[src/irq_ctrl_regs.svh]
// register offsets, field positions and reset values of the interrupt controller
// assumes byte addresses on a 32-bit wishbone bus, one aligned word per register
`ifndef IRQ_CTRL_REGS_SVH
`define IRQ_CTRL_REGS_SVH

// register offsets (byte addresses)
`define OFS_FAST_STATUS   12'h000
`define OFS_NORMAL_STATUS 12'h004
`define OFS_RAW_STATUS    12'h008
`define OFS_CLASS_SELECT  12'h00c
`define OFS_ENABLE        12'h010
`define OFS_VECTOR_ADDR   12'h014
`define OFS_DEFAULT_ADDR  12'h018
`define OFS_NONVEC_STATUS 12'h01c
`define OFS_EVT_STATUS    12'h020
`define OFS_EVT_CLEAR     12'h024
`define OFS_EVT_ENABLE    12'h028
`define OFS_SLOT_ADDR     12'h100
`define OFS_SLOT_CTRL     12'h200

// slot blocks span 16 words: address bits above the word index
`define SLOT_BLOCK_MASK   12'hfc0

// slot control fields
`define SLOT_SRC_LSB      0
`define SLOT_SRC_MSB      4
`define SLOT_EN_BIT       5

// event bits
`define EVT_FAST_RISE     0
`define EVT_NORMAL_RISE   1
`define EVT_SPURIOUS      2

// reset values
`define RST_CLASS_SELECT  32'h0000_0000
`define RST_ENABLE        32'h0000_0000
`define RST_DEFAULT_ADDR  32'h0000_0000
`define RST_SLOT_ADDR     32'h0000_0000
`define RST_SLOT_CTRL     6'h00
`define RST_EVT           3'h0

`endif

[src/irq_types_pkg.sv]
// types shared by the interrupt controller and its slot priority resolver
// assumes 32 request sources and 16 vectored slots
`default_nettype none

package irq_types_pkg;

    localparam int NUM_SOURCES = 32;
    localparam int NUM_SLOTS   = 16;
    localparam int NUM_EVENTS  = 3;

    typedef logic [NUM_SOURCES-1:0] source_vec_t;
    typedef logic [4:0]             source_idx_t;
    typedef logic [NUM_SLOTS-1:0]   slot_vec_t;
    typedef logic [3:0]             slot_idx_t;
    typedef logic [NUM_EVENTS-1:0]  event_vec_t;
    typedef logic [31:0]            word_t;

    // one vectored slot: which source it serves and whether it is live
    typedef struct packed
    {
        logic        enable;
        source_idx_t source;
    } slot_ctrl_s;

endpackage

`default_nettype wire

[src/slot_match_if.sv]
// carrier between the controller and its slot priority resolver
// assumes both ends sit in the same clock domain and are purely combinational
`timescale 1ns/1ps
`default_nettype none

interface slot_match_if;
    import irq_types_pkg::*;

    slot_vec_t hit;     // slots whose source is requesting
    logic      any;     // at least one slot requesting
    slot_idx_t winner;  // lowest requesting slot number

    modport requester
    (
        output hit,
        input  any,
        input  winner
    );

    modport resolver
    (
        input  hit,
        output any,
        output winner
    );
endinterface

`default_nettype wire

[src/slot_priority.sv]
// fixed-priority resolver for the vectored slots, slot 0 first
// assumes hit is already qualified by enables and class
`timescale 1ns/1ps
`default_nettype none

module slot_priority
(
    // slot requests in, winner out
    slot_match_if.resolver m
);
    import irq_types_pkg::*;

    // scan downward so the lowest requesting slot is the last one kept
    function automatic slot_idx_t first_set(input slot_vec_t v);
        slot_idx_t r;
        r = '0;
        for (int i = NUM_SLOTS - 1; i >= 0; i--)
        begin
            if (v[i])
                r = slot_idx_t'(i);
        end
        return r;
    endfunction

    // priority pick and any flag
    assign m.winner = first_set(m.hit);
    assign m.any    = |m.hit;
endmodule

`default_nettype wire

[src/vectored_interrupt_controller.sv]
// prioritising interrupt controller with fast, vectored and non-vectored classes
// assumes request lines from on-chip peripherals on the same clock, level sensitive,
// and a classic wishbone master for register access
//
// Overview of operation
// - software class bits put each source in fast or normal; slots make vectored.
// - fast requests beat all normal ones; they never enter vector selection.
// - all active fast-class requests are ORed onto the single fast output.
// - a status word shows which fast-class sources are requesting now.
// - sixteen slots take any source; slot 0 highest, slot 15 lowest.
// - non-vectored normal requests rank below every slot and every fast request.
// - normal output is high while any vectored or non-vectored request is active.
// - vector read returns the address of the best pending vectored slot.
// - with no vectored request pending, vector read returns the default address.
// - a second status word shows which normal-class requests are active.
//
// The implementer's own choices: the address map and the Wishbone slave port.
`timescale 1ns/1ps
`default_nettype none
`include "irq_ctrl_regs.svh"

module vectored_interrupt_controller
(
    // clock and reset
    input  wire logic                        clock,
    input  wire logic                        srst,
    // wishbone slave
    input  wire logic                        wb_cyc_i,
    input  wire logic                        wb_stb_i,
    input  wire logic                        wb_we_i,
    input  wire logic [11:0]                 wb_adr_i,
    input  wire logic [3:0]                  wb_sel_i,
    input  wire logic [31:0]                 wb_dat_i,
    output logic      [31:0]                 wb_dat_o,
    output logic                             wb_ack_o,
    // peripheral request lines
    input  wire irq_types_pkg::source_vec_t  irq_source,
    // processor core requests
    output logic                             fast_interrupt_request,
    output logic                             normal_interrupt_request,
    // controller event interrupt
    output logic                             event_interrupt
);
    import irq_types_pkg::*;

    ////////////////////////////////////////////////////////////////////////////
    // helpers

    // merge write data into a word under the byte selects
    function automatic word_t merge_sel(input word_t old, input word_t dat,
                                        input logic [3:0] sel);
        word_t r;
        r = old;
        for (int b = 0; b < 4; b++)
        begin
            if (sel[b])
                r[b*8 +: 8] = dat[b*8 +: 8];
        end
        return r;
    endfunction

    // true when the address lies in a 16-word slot block
    function automatic logic in_block(input logic [11:0] adr, input logic [11:0] base);
        return (adr & `SLOT_BLOCK_MASK) == base;
    endfunction

    // word index inside a slot block
    function automatic slot_idx_t slot_of(input logic [11:0] adr);
        return adr[5:2];
    endfunction

    ////////////////////////////////////////////////////////////////////////////
    // registers

    source_vec_t class_select;          // 1 = fast class
    source_vec_t enable;
    word_t       default_addr;
    word_t       slot_addr [NUM_SLOTS];
    slot_ctrl_s  slot_ctrl [NUM_SLOTS];
    event_vec_t  evt_status;
    event_vec_t  evt_enable;
    logic        fast_q;
    logic        normal_q;

    ////////////////////////////////////////////////////////////////////////////
    // bus decode

    logic        bus_req;
    logic        wr_strobe;
    logic        rd_strobe;
    logic [11:0] adr;
    slot_idx_t   adr_slot;
    logic        hit_slot_addr;
    logic        hit_slot_ctrl;
    logic        wr_class;
    logic        wr_enable;
    logic        wr_default;
    logic        wr_evt_clear;
    logic        wr_evt_enable;
    logic        wr_slot_addr;
    logic        wr_slot_ctrl;
    logic        rd_vector;
    logic        hit_fast_status;
    logic        hit_normal_status;
    logic        hit_raw_status;
    logic        hit_class;
    logic        hit_enable;
    logic        hit_vector;
    logic        hit_default;
    logic        hit_nonvec;
    logic        hit_evt_status;
    logic        hit_evt_clear;
    logic        hit_evt_enable;

    // a new request is taken once, in the cycle before ack
    // cyc and stb still high after ack start a second transfer one cycle later
    assign bus_req       = wb_cyc_i & wb_stb_i & ~wb_ack_o;
    assign wr_strobe     = bus_req & wb_we_i;
    assign rd_strobe     = bus_req & ~wb_we_i;
    assign adr           = {wb_adr_i[11:2], 2'b00};
    assign adr_slot      = slot_of(adr);
    assign hit_slot_addr = in_block(adr, `OFS_SLOT_ADDR);
    assign hit_slot_ctrl = in_block(adr, `OFS_SLOT_CTRL);

    // one named hit per single-word register, shared by writes and reads
    assign hit_fast_status   = (adr == `OFS_FAST_STATUS);
    assign hit_normal_status = (adr == `OFS_NORMAL_STATUS);
    assign hit_raw_status    = (adr == `OFS_RAW_STATUS);
    assign hit_class         = (adr == `OFS_CLASS_SELECT);
    assign hit_enable        = (adr == `OFS_ENABLE);
    assign hit_vector        = (adr == `OFS_VECTOR_ADDR);
    assign hit_default       = (adr == `OFS_DEFAULT_ADDR);
    assign hit_nonvec        = (adr == `OFS_NONVEC_STATUS);
    assign hit_evt_status    = (adr == `OFS_EVT_STATUS);
    assign hit_evt_clear     = (adr == `OFS_EVT_CLEAR);
    assign hit_evt_enable    = (adr == `OFS_EVT_ENABLE);

    // write strobes per register; status and vector words ignore writes
    assign wr_class      = wr_strobe & hit_class;
    assign wr_enable     = wr_strobe & hit_enable;
    assign wr_default    = wr_strobe & hit_default;
    assign wr_evt_clear  = wr_strobe & hit_evt_clear;
    assign wr_evt_enable = wr_strobe & hit_evt_enable;
    assign wr_slot_addr  = wr_strobe & hit_slot_addr;
    assign wr_slot_ctrl  = wr_strobe & hit_slot_ctrl;
    assign rd_vector     = rd_strobe & hit_vector;

    ////////////////////////////////////////////////////////////////////////////
    // request classification

    source_vec_t active;
    source_vec_t fast_active;
    source_vec_t normal_active;
    source_vec_t slotted;
    source_vec_t nonvec_active;

    // gate each line by its enable; levels pass straight through
    assign active        = irq_source & enable;
    assign fast_active   = active & class_select;
    assign normal_active = active & ~class_select;

    // sources owned by a live slot are vectored, the rest non-vectored
    // a source held by any live slot counts as vectored, even a low-priority one
    always_comb
    begin
        slotted = '0;
        for (int i = 0; i < NUM_SLOTS; i++)
        begin
            if (slot_ctrl[i].enable)
                slotted[slot_ctrl[i].source] = 1'b1;
        end
    end

    assign nonvec_active = normal_active & ~slotted;

    ////////////////////////////////////////////////////////////////////////////
    // vectored slot priority

    slot_match_if match ();

    // a slot requests only for a normal-class source, fast never counts
    genvar g;
    generate
        for (g = 0; g < NUM_SLOTS; g++)
        begin : g_slot
            assign match.hit[g] = slot_ctrl[g].enable
                                & normal_active[slot_ctrl[g].source];
        end
    endgenerate

    slot_priority u_priority
    (
        .m (match)
    );

    // vector choice: best slot, else the shared default routine
    // the default routine must then look at the non-vectored status word
    word_t vector_addr;
    assign vector_addr = match.any ? slot_addr[match.winner]
                                   : default_addr;

    ////////////////////////////////////////////////////////////////////////////
    // core request outputs

    // fast merges every fast source; normal merges vectored and non-vectored
    // no flip-flop on either path, so both drop in the cycle the lines drop
    assign fast_interrupt_request   = |fast_active;
    assign normal_interrupt_request = |normal_active;

    ////////////////////////////////////////////////////////////////////////////
    // events and event interrupt

    event_vec_t evt_new;
    event_vec_t evt_clr;
    event_vec_t next_evt_status;

    // rising edges of the core requests and vector reads with no normal request pending
    // a spurious read means a normal request vanished before software got to it
    assign evt_new[`EVT_FAST_RISE]   = fast_interrupt_request & ~fast_q;
    assign evt_new[`EVT_NORMAL_RISE] = normal_interrupt_request & ~normal_q;
    assign evt_new[`EVT_SPURIOUS]    = rd_vector & ~normal_interrupt_request;
    assign evt_clr = wr_evt_clear ? wb_dat_i[NUM_EVENTS-1:0] : '0;

    // a fresh event survives a clear in the same cycle
    assign next_evt_status = (evt_status & ~evt_clr) | evt_new;
    assign event_interrupt = |(evt_status & evt_enable);

    // edge trackers and sticky status
    always_ff @(posedge clock)
    begin
        if (srst)
        begin
            fast_q     <= 1'b0;
            normal_q   <= 1'b0;
            evt_status <= `RST_EVT;
        end
        else
        begin
            fast_q     <= fast_interrupt_request;
            normal_q   <= normal_interrupt_request;
            evt_status <= next_evt_status;
        end
    end

    ////////////////////////////////////////////////////////////////////////////
    // control register writes

    // class, enable, default address and event enable
    // a class or enable change reaches the core outputs in the cycle after the write
    always_ff @(posedge clock)
    begin
        if (srst)
        begin
            class_select <= `RST_CLASS_SELECT;
            enable       <= `RST_ENABLE;
            default_addr <= `RST_DEFAULT_ADDR;
            evt_enable   <= `RST_EVT;
        end
        else
        begin
            if (wr_class)
                class_select <= merge_sel(class_select, wb_dat_i, wb_sel_i);
            if (wr_enable)
                enable <= merge_sel(enable, wb_dat_i, wb_sel_i);
            if (wr_default)
                default_addr <= merge_sel(default_addr, wb_dat_i, wb_sel_i);
            if (wr_evt_enable && wb_sel_i[0])
                evt_enable <= wb_dat_i[NUM_EVENTS-1:0];
        end
    end

    ////////////////////////////////////////////////////////////////////////////
    // slot register writes

    word_t slot_ctrl_word;
    assign slot_ctrl_word = merge_sel(32'h0000_0000, wb_dat_i, wb_sel_i);

    // per-slot service address and source assignment, changeable at run time
    // slot control needs byte lane 0; the upper lanes of that word are ignored
    always_ff @(posedge clock)
    begin
        if (srst)
        begin
            for (int i = 0; i < NUM_SLOTS; i++)
            begin
                slot_addr[i] <= `RST_SLOT_ADDR;
                slot_ctrl[i] <= `RST_SLOT_CTRL;
            end
        end
        else
        begin
            if (wr_slot_addr)
                slot_addr[adr_slot] <= merge_sel(slot_addr[adr_slot], wb_dat_i, wb_sel_i);
            if (wr_slot_ctrl && wb_sel_i[0])
                slot_ctrl[adr_slot] <= slot_ctrl_word[`SLOT_EN_BIT:`SLOT_SRC_LSB];
        end
    end

    ////////////////////////////////////////////////////////////////////////////
    // read mux

    word_t rd_slot_ctrl;
    word_t rd_data;

    assign rd_slot_ctrl = {26'h0, slot_ctrl[adr_slot]};

    // unmapped and write-only addresses read as zero
    assign rd_data =
        hit_fast_status   ? fast_active   :
        hit_normal_status ? normal_active :
        hit_raw_status    ? irq_source    :
        hit_class         ? class_select  :
        hit_enable        ? enable        :
        hit_vector        ? vector_addr   :
        hit_default       ? default_addr  :
        hit_nonvec        ? nonvec_active :
        hit_evt_status    ? {29'h0, evt_status} :
        hit_evt_enable    ? {29'h0, evt_enable} :
        hit_slot_addr     ? slot_addr[adr_slot] :
        hit_slot_ctrl     ? rd_slot_ctrl  :
                            32'h0000_0000;

    ////////////////////////////////////////////////////////////////////////////
    // bus answer

    // ack one cycle after the request, every address answered
    always_ff @(posedge clock)
    begin
        if (srst)
        begin
            wb_ack_o <= 1'b0;
            wb_dat_o <= 32'h0000_0000;
        end
        else
        begin
            wb_ack_o <= bus_req;
            if (rd_strobe)
                wb_dat_o <= rd_data;
        end
    end
endmodule

`default_nettype wire

[config.mk]
export PLATFORM = sky130hd
export DESIGN_NAME = vectored_interrupt_controller
export DESIGN_NICKNAME = d
export VERILOG_FILES = /design/src/irq_types_pkg.sv /design/src/slot_match_if.sv /design/src/slot_priority.sv /design/src/vectored_interrupt_controller.sv
export VERILOG_INCLUDE_DIRS = /design/src /design/src/src
export SDC_FILE = /design/constraint.sdc
export NUM_CORES = 2
export LEC_CHECK = 0
export ABC_AREA = 1
export BUFFER_PORTS_ARGS = -buffer_cell sky130_fd_sc_hd__buf_2
export CORE_ASPECT_RATIO = 1.4
export CORE_UTILIZATION = 58
export DETAILED_ROUTE_END_ITERATION = 8
export PLACE_DENSITY = 0.83
export SLEW_MARGIN = 20
export SYNTH_ARGS = -nofsm -noshare
export SYNTH_HDL_FRONTEND = slang
export SYNTH_SLANG_ARGS = --single-unit
[constraint.sdc]
create_clock -name clock -period 3.05 [get_ports clock]
set_input_delay 0 -clock clock [delete_from_list [all_inputs] [get_ports clock]]
set_output_delay 0 -clock clock [all_outputs]
set_load 0.05 [all_outputs]
==> results of run 1 <==
## stage by stage
step	setup slack (ps)	instance area, um2
after floorplan	-31.92	48180
after detailed placement	-1556	58750
after global placement	-1566	58750
after CTS	-1174	63140
## synthesized netlist by cell type, types with 5 or more instances
library cell	count	share of area
nand2_1	1017	0.079
inv_1	912	0.071
nand3_1	834	0.087
nor2_1	819	0.064
edfxtp_1	608	0.38
o22ai_1	501	0.065
o21ai_0	375	0.039
clkbuf_1	272	0.021
a21oi_1	235	0.024
nor3_1	177	0.018
dfxtp_1	137	0.057
buf_2	102	0.011
a221oi_1	89	0.016
nand4_1	76	0.0099
o211ai_1	51	0.0080
inv_2	42	0.0033
a22oi_1	34	0.0053
buf_1	34	0.0027
o2111ai_1	33	0.0060
o21ai_1	32	0.0033
mux2i_1	26	0.0054
nor4_1	26	0.0034
clkinv_1	23	0.0018
nand3_2	15	0.0031
a2111oi_0	9	0.0016
buf_4	8	0.0012
o221ai_1	7	0.0013
a21boi_1	6	0.00094
nor3_2	6	0.0012
a41oi_1	5	0.00091
nor2_2	5	0.00065
## per-layer routing
layer,global-route usage,overflow
met2,0.9417,95
met3,0.5790,2
met4,0.7742,54
met1,0.7742,0
met5,0.1838,0
## cells by family after synthesis
| logic type | Yosys count |
|---|---|
| mux | 26 |
| buf+inv | 1393 |
| simple gates | 2988 |
| compound gates | 1398 |
| flops | 745 |
## timing repair
| action | CTS |
|---|---|
| resized for setup | 145 |
| setup endpoints to repair | 32 |
| hold buffers | 75 |
| buffers inserted | 22 |
| pin swaps | 42 |
| endpoints found under the hold margin | 276 |
| gates cloned | 12 |
==> reports/metrics.cfg, run 1 <==
[placement]
dp.cells = 8513
numPortBuffers = 118
place_congestion = 1.289
place_hpwl_mm = 192.7

[yosys]
synth_edf_count = 608
async_reset_ff_frac = 0
synth_compound_area_frac = 0.1759
synth_ff_type = edfxtp_1
synth-seq-cells = 745
synth_top_family_by_area = simple AND/OR/NAND/NOR gates
synth_cell_types = 49
syn_inst = 6550
synthAdderAreaFrac = 0
muxShareOfSynthArea = 0.005415
synthXorXnorAreaFrac = 0
yosys_warnings = 0
syn-cell-area_mm2 = 0.04806
synth.net_count = 6635
synth_simple_gate_area_frac = 0.2696
postSynthAreaPerCell_um2 = 7.337
synth-seq-area-share = 0.4370

[die]
die_x_um = 245.3
io_pins = 121
die_y_um = 342.6
num_rows = 124
start_util = 0.5867

[global_route]
grt_pass1_vias = 67090
grt_pass1_wl_mm = 465.8
grt_max_degree = 84
gr-total-overflow = 151
track_usage = 0.7624

[clock_network]
cts_sinks = 745
htreeDepth = 3
cts_buffer_depth = 3
cts_buffers = 75
root_buffer = clkbuf_16

[outcome]
status = did not finish
firstError = [ERROR GRT-0116] Global routing finished with congestion. Check the congestion regions in the DRC Viewer.
stop_stage = global routing

==> inputs of run 2 (changes only) <==
CORE_ASPECT_RATIO = unset   (was 1.4)
CORE_UTILIZATION = 40   (was 58)
PLACE_DENSITY = unset   (was 0.83)
PLACE_DENSITY_LB_ADDON = 0.15   (was unset)
clock period = 3.96 ns   (was 3.05 ns; I/O delays follow)
==> run 2 against run 1 <==
Against the previous run:
- the flow now finishes, with violations (setup timing)
- synthesized cell count unchanged
- area after synthesis stayed put
==> reports/metrics.cfg, run 2 <==
[outcome]
status = complete, but fails checks
violations = setup timing

[layout]
final_cell_mix = buf_4 (899), inv_1 (895), nand2_1 (834)
top_register = slot_addr
layout_commonest_cell = buf_4
area_delta_synth_final_pct = 37.34
largest_reg_flops = 512
fill_cells = 11120
fin_cells = 9201
nNetsFinal = 7615
reg_top3 = slot_addr x512, slot_ctrl x96
drive_above_1_share = 0.2581

[setup_path]
critical_path.top_delay_family = simple AND/OR/NAND/NOR gates
path_common_cell = nand2_1
criticalPathCategory = reg2reg
slowest_delay_ps = 310
end_kind = flip-flop
cp.arrival_ps = 5110
crit_slowest_cell = dfxtp_1
cp_num_buf_inv = 8
crit_required_ps = 4610
worstPathMaxFanout = 29
worstSetupStartpointType = flip-flop

[die]
num_rows = 126  ; +1.6%
start_util = 0.4054  ; -0.1813
die_area_mm2 = 0.1215
io_pins = 121  ; unchanged
die_y_um = 348.6  ; +1.8%
coreArea_mm2 = 0.1186
die_x_um = 348.6  ; +42%

[placement]
place_hpwl_mm = 209.0  ; +8.5%
place_congestion = 1.173  ; -9.0%
dp.cells = 8882  ; +4.3%
numPortBuffers = 118  ; unchanged

[timing]
grt_setup_unrepaired = true
maxSlewViolCount = 0
worstMarginPinSlew_ps = 1157
timing.fmax_mhz = 224.2
hold_violations = 0
relSlewSlack = 0.2191
setup_viol = 32
min_period_ps = 4460
worst_hold_slack_ps = 11.10
fin_ws_ps = -500.4
finalCritPeriodShare = 1.126
fin_worst_skew_ps = 54.16

[global_route]
gr-total-overflow = 0
grt_pass1_wl_mm = 406.2
grt_max_degree = 89
grt_pass1_vias = 54370
track_usage = 0.4714
antenna_found_initial = 9

[pwr]
vdd_drop_max_v = 0.0003910
power.switching_w = 0.007900
leakage_nw = 27.50
total_power_w = 0.02383
clock_power_share = 0.351
swShare = 0.3315
p_per_area_mw_per_mm2 = 361.0
power_frac_seq = 0.368
combPwrFrac = 0.282
p_int_w = 0.01593

[yosys]
syn-cell-area_mm2 = 0.04806  ; unchanged
synth_edf_count = 608  ; unchanged
synth_ff_type = edfxtp_1
postSynthAreaPerCell_um2 = 7.337  ; unchanged
synth_area_leader_cell = edfxtp_1
synth_cell_types = 49  ; unchanged
async_reset_ff_frac = 0  ; unchanged
synth_top_area_share = 0.3799  ; unchanged
yosysMostFrequentCell = nand2_1
synth.net_count = 6635  ; unchanged
synth-seq-cells = 745  ; unchanged
synthTopCellsByArea = edfxtp_1 (38%), nand3_1 (8.7%), nand2_1 (7.9%), inv_1 (7.1%), o22ai_1 (6.5%)
syn_inst = 6550  ; unchanged
yosys-top-cells-count = nand2_1 (1017), inv_1 (912), nand3_1 (834)
yosys_warnings = 0  ; unchanged
synth-seq-area-share = 0.4370  ; unchanged

[clock_network]
cts_sinks = 745  ; unchanged
root_buffer = clkbuf_16
htreeDepth = 3  ; unchanged
tritoncts = done
cts_buffer_depth = 3  ; unchanged
clk_pin_slew_ps = 60
clk-insertion-delay-late_ps = 740
cts_buffers = 88  ; +17%

[drt]
vias = 58330
drt-total-wl_mm = 296.1
wl_per_cell_um = 32.18
ant_nets = 0
first_pass_iters = 7
drtIter0Drc = 9908
vias_per_cell = 6.339
drc_errors = 0

[flow_run]
maxCapViolCount = 0

[min_path]
hp-class = in2reg

[run 2: cell counts after synthesis]
Identical to the previous run, type by type.
[run 2: tightest hold or removal path, stage by stage]
cell and delay [ps]:
buf_2 100, inv_1 140, buf_4 140, nor3_1 50
nand3_1 80, nand2_1 60, nand2_1 50, a21oi_1 60
[run 2: cells by family (layout without fill, tap and decap cells)]
group | count (synthesis) | after routing | share of synthesized area
AO/OA/AOI/OAI | 1398 | 1398 | 0.1759
buffers and inverters | 1393 | 2439 | 0.1121
flip-flops | 745 | 745 | 0.4370
multiplexers | 26 | 26 | 0.005415
other | 0 | 2 | 0
AND/OR/NAND/NOR | 2988 | 2991 | 0.2696
[run 2: repair_timing]
item,CTS,global route
pin swaps,174,200
hold endpoints to repair,455,0
endpoints found under the setup margin,32,32
hold buffers,75,0
buffers inserted,44,13
gates cloned,20,16
gates resized for setup,360,291
[run 2: area by class of cell]
| cell class | instances | area (um2) | area share |
|---|---|---|---|
| diodes | 2 | 5.005 | 0.00007583 |
| clock buffers | 100 | 2268 | 0.03437 |
| clock inverters | 59 | 624.3 | 0.009459 |
| inverters | 977 | 3727 | 0.05647 |
| multi-input cells | 4415 | 24160 | 0.3660 |
| flip-flops and latches | 745 | 21000 | 0.3182 |
| well taps | 1600 | 2002 | 0.03033 |
| repair buffers | 1303 | 12220 | 0.1851 |
[run 2: power by group through the flow]
stage	registers, W	logic, W	clock network (W)
global placement	0.00892	0.00499	0
floorplan	0.00891	0.00240	0
global route	0.00878	0.00688	0.00863
finish	0.00876	0.00671	0.00836
CTS	0.00876	0.00591	0.00840
detailed placement	0.00892	0.00499	0
[run 2: path summary, 6_finish.rpt]
kind	startpoint	endpoint	slack, ps	depth (start not counted)
max	class_select[5]$_SDFFE_PP0P_	wb_dat_o[10]$_SDFFE_PP0P_	-500	29
min	irq_source[31]	wb_dat_o[31]$_SDFFE_PP0P_	10	8
max reg2reg	class_select[5]$_SDFFE_PP0P_	wb_dat_o[10]$_SDFFE_PP0P_	-500	29
min reg2reg	normal_q$_SDFF_PP0_	evt_status[1]$_SDFF_PP0_	430	1
[run 2: per-stage QoR]
stage	cell area [um2]	util	setup TNS, ps	setup slack (ps)
2_1_floorplan	48060	-	0	806.8
3_3_place_gp	58300	0.4917	-28310	-1049
3_5_place_dp	58300	0.4917	-26510	-982.4
4_1_cts	64330	0.5426	-10040	-403.0
5_1_grt	66000	0.5567	-19390	-673.9
6_report	66000	0.5567	-14310	-500.4
[run 2: layer usage]
metal	up-vias	global-route usage	routed length [um]
li1	24630	-	-
met1	27870	0.6116	111100
met4	4	0.3170	24580
met5	-	0	34
met2	4649	0.6826	121700
met3	1175	0.1290	38710
Note: power is estimated with default switching activity, not from simulation.
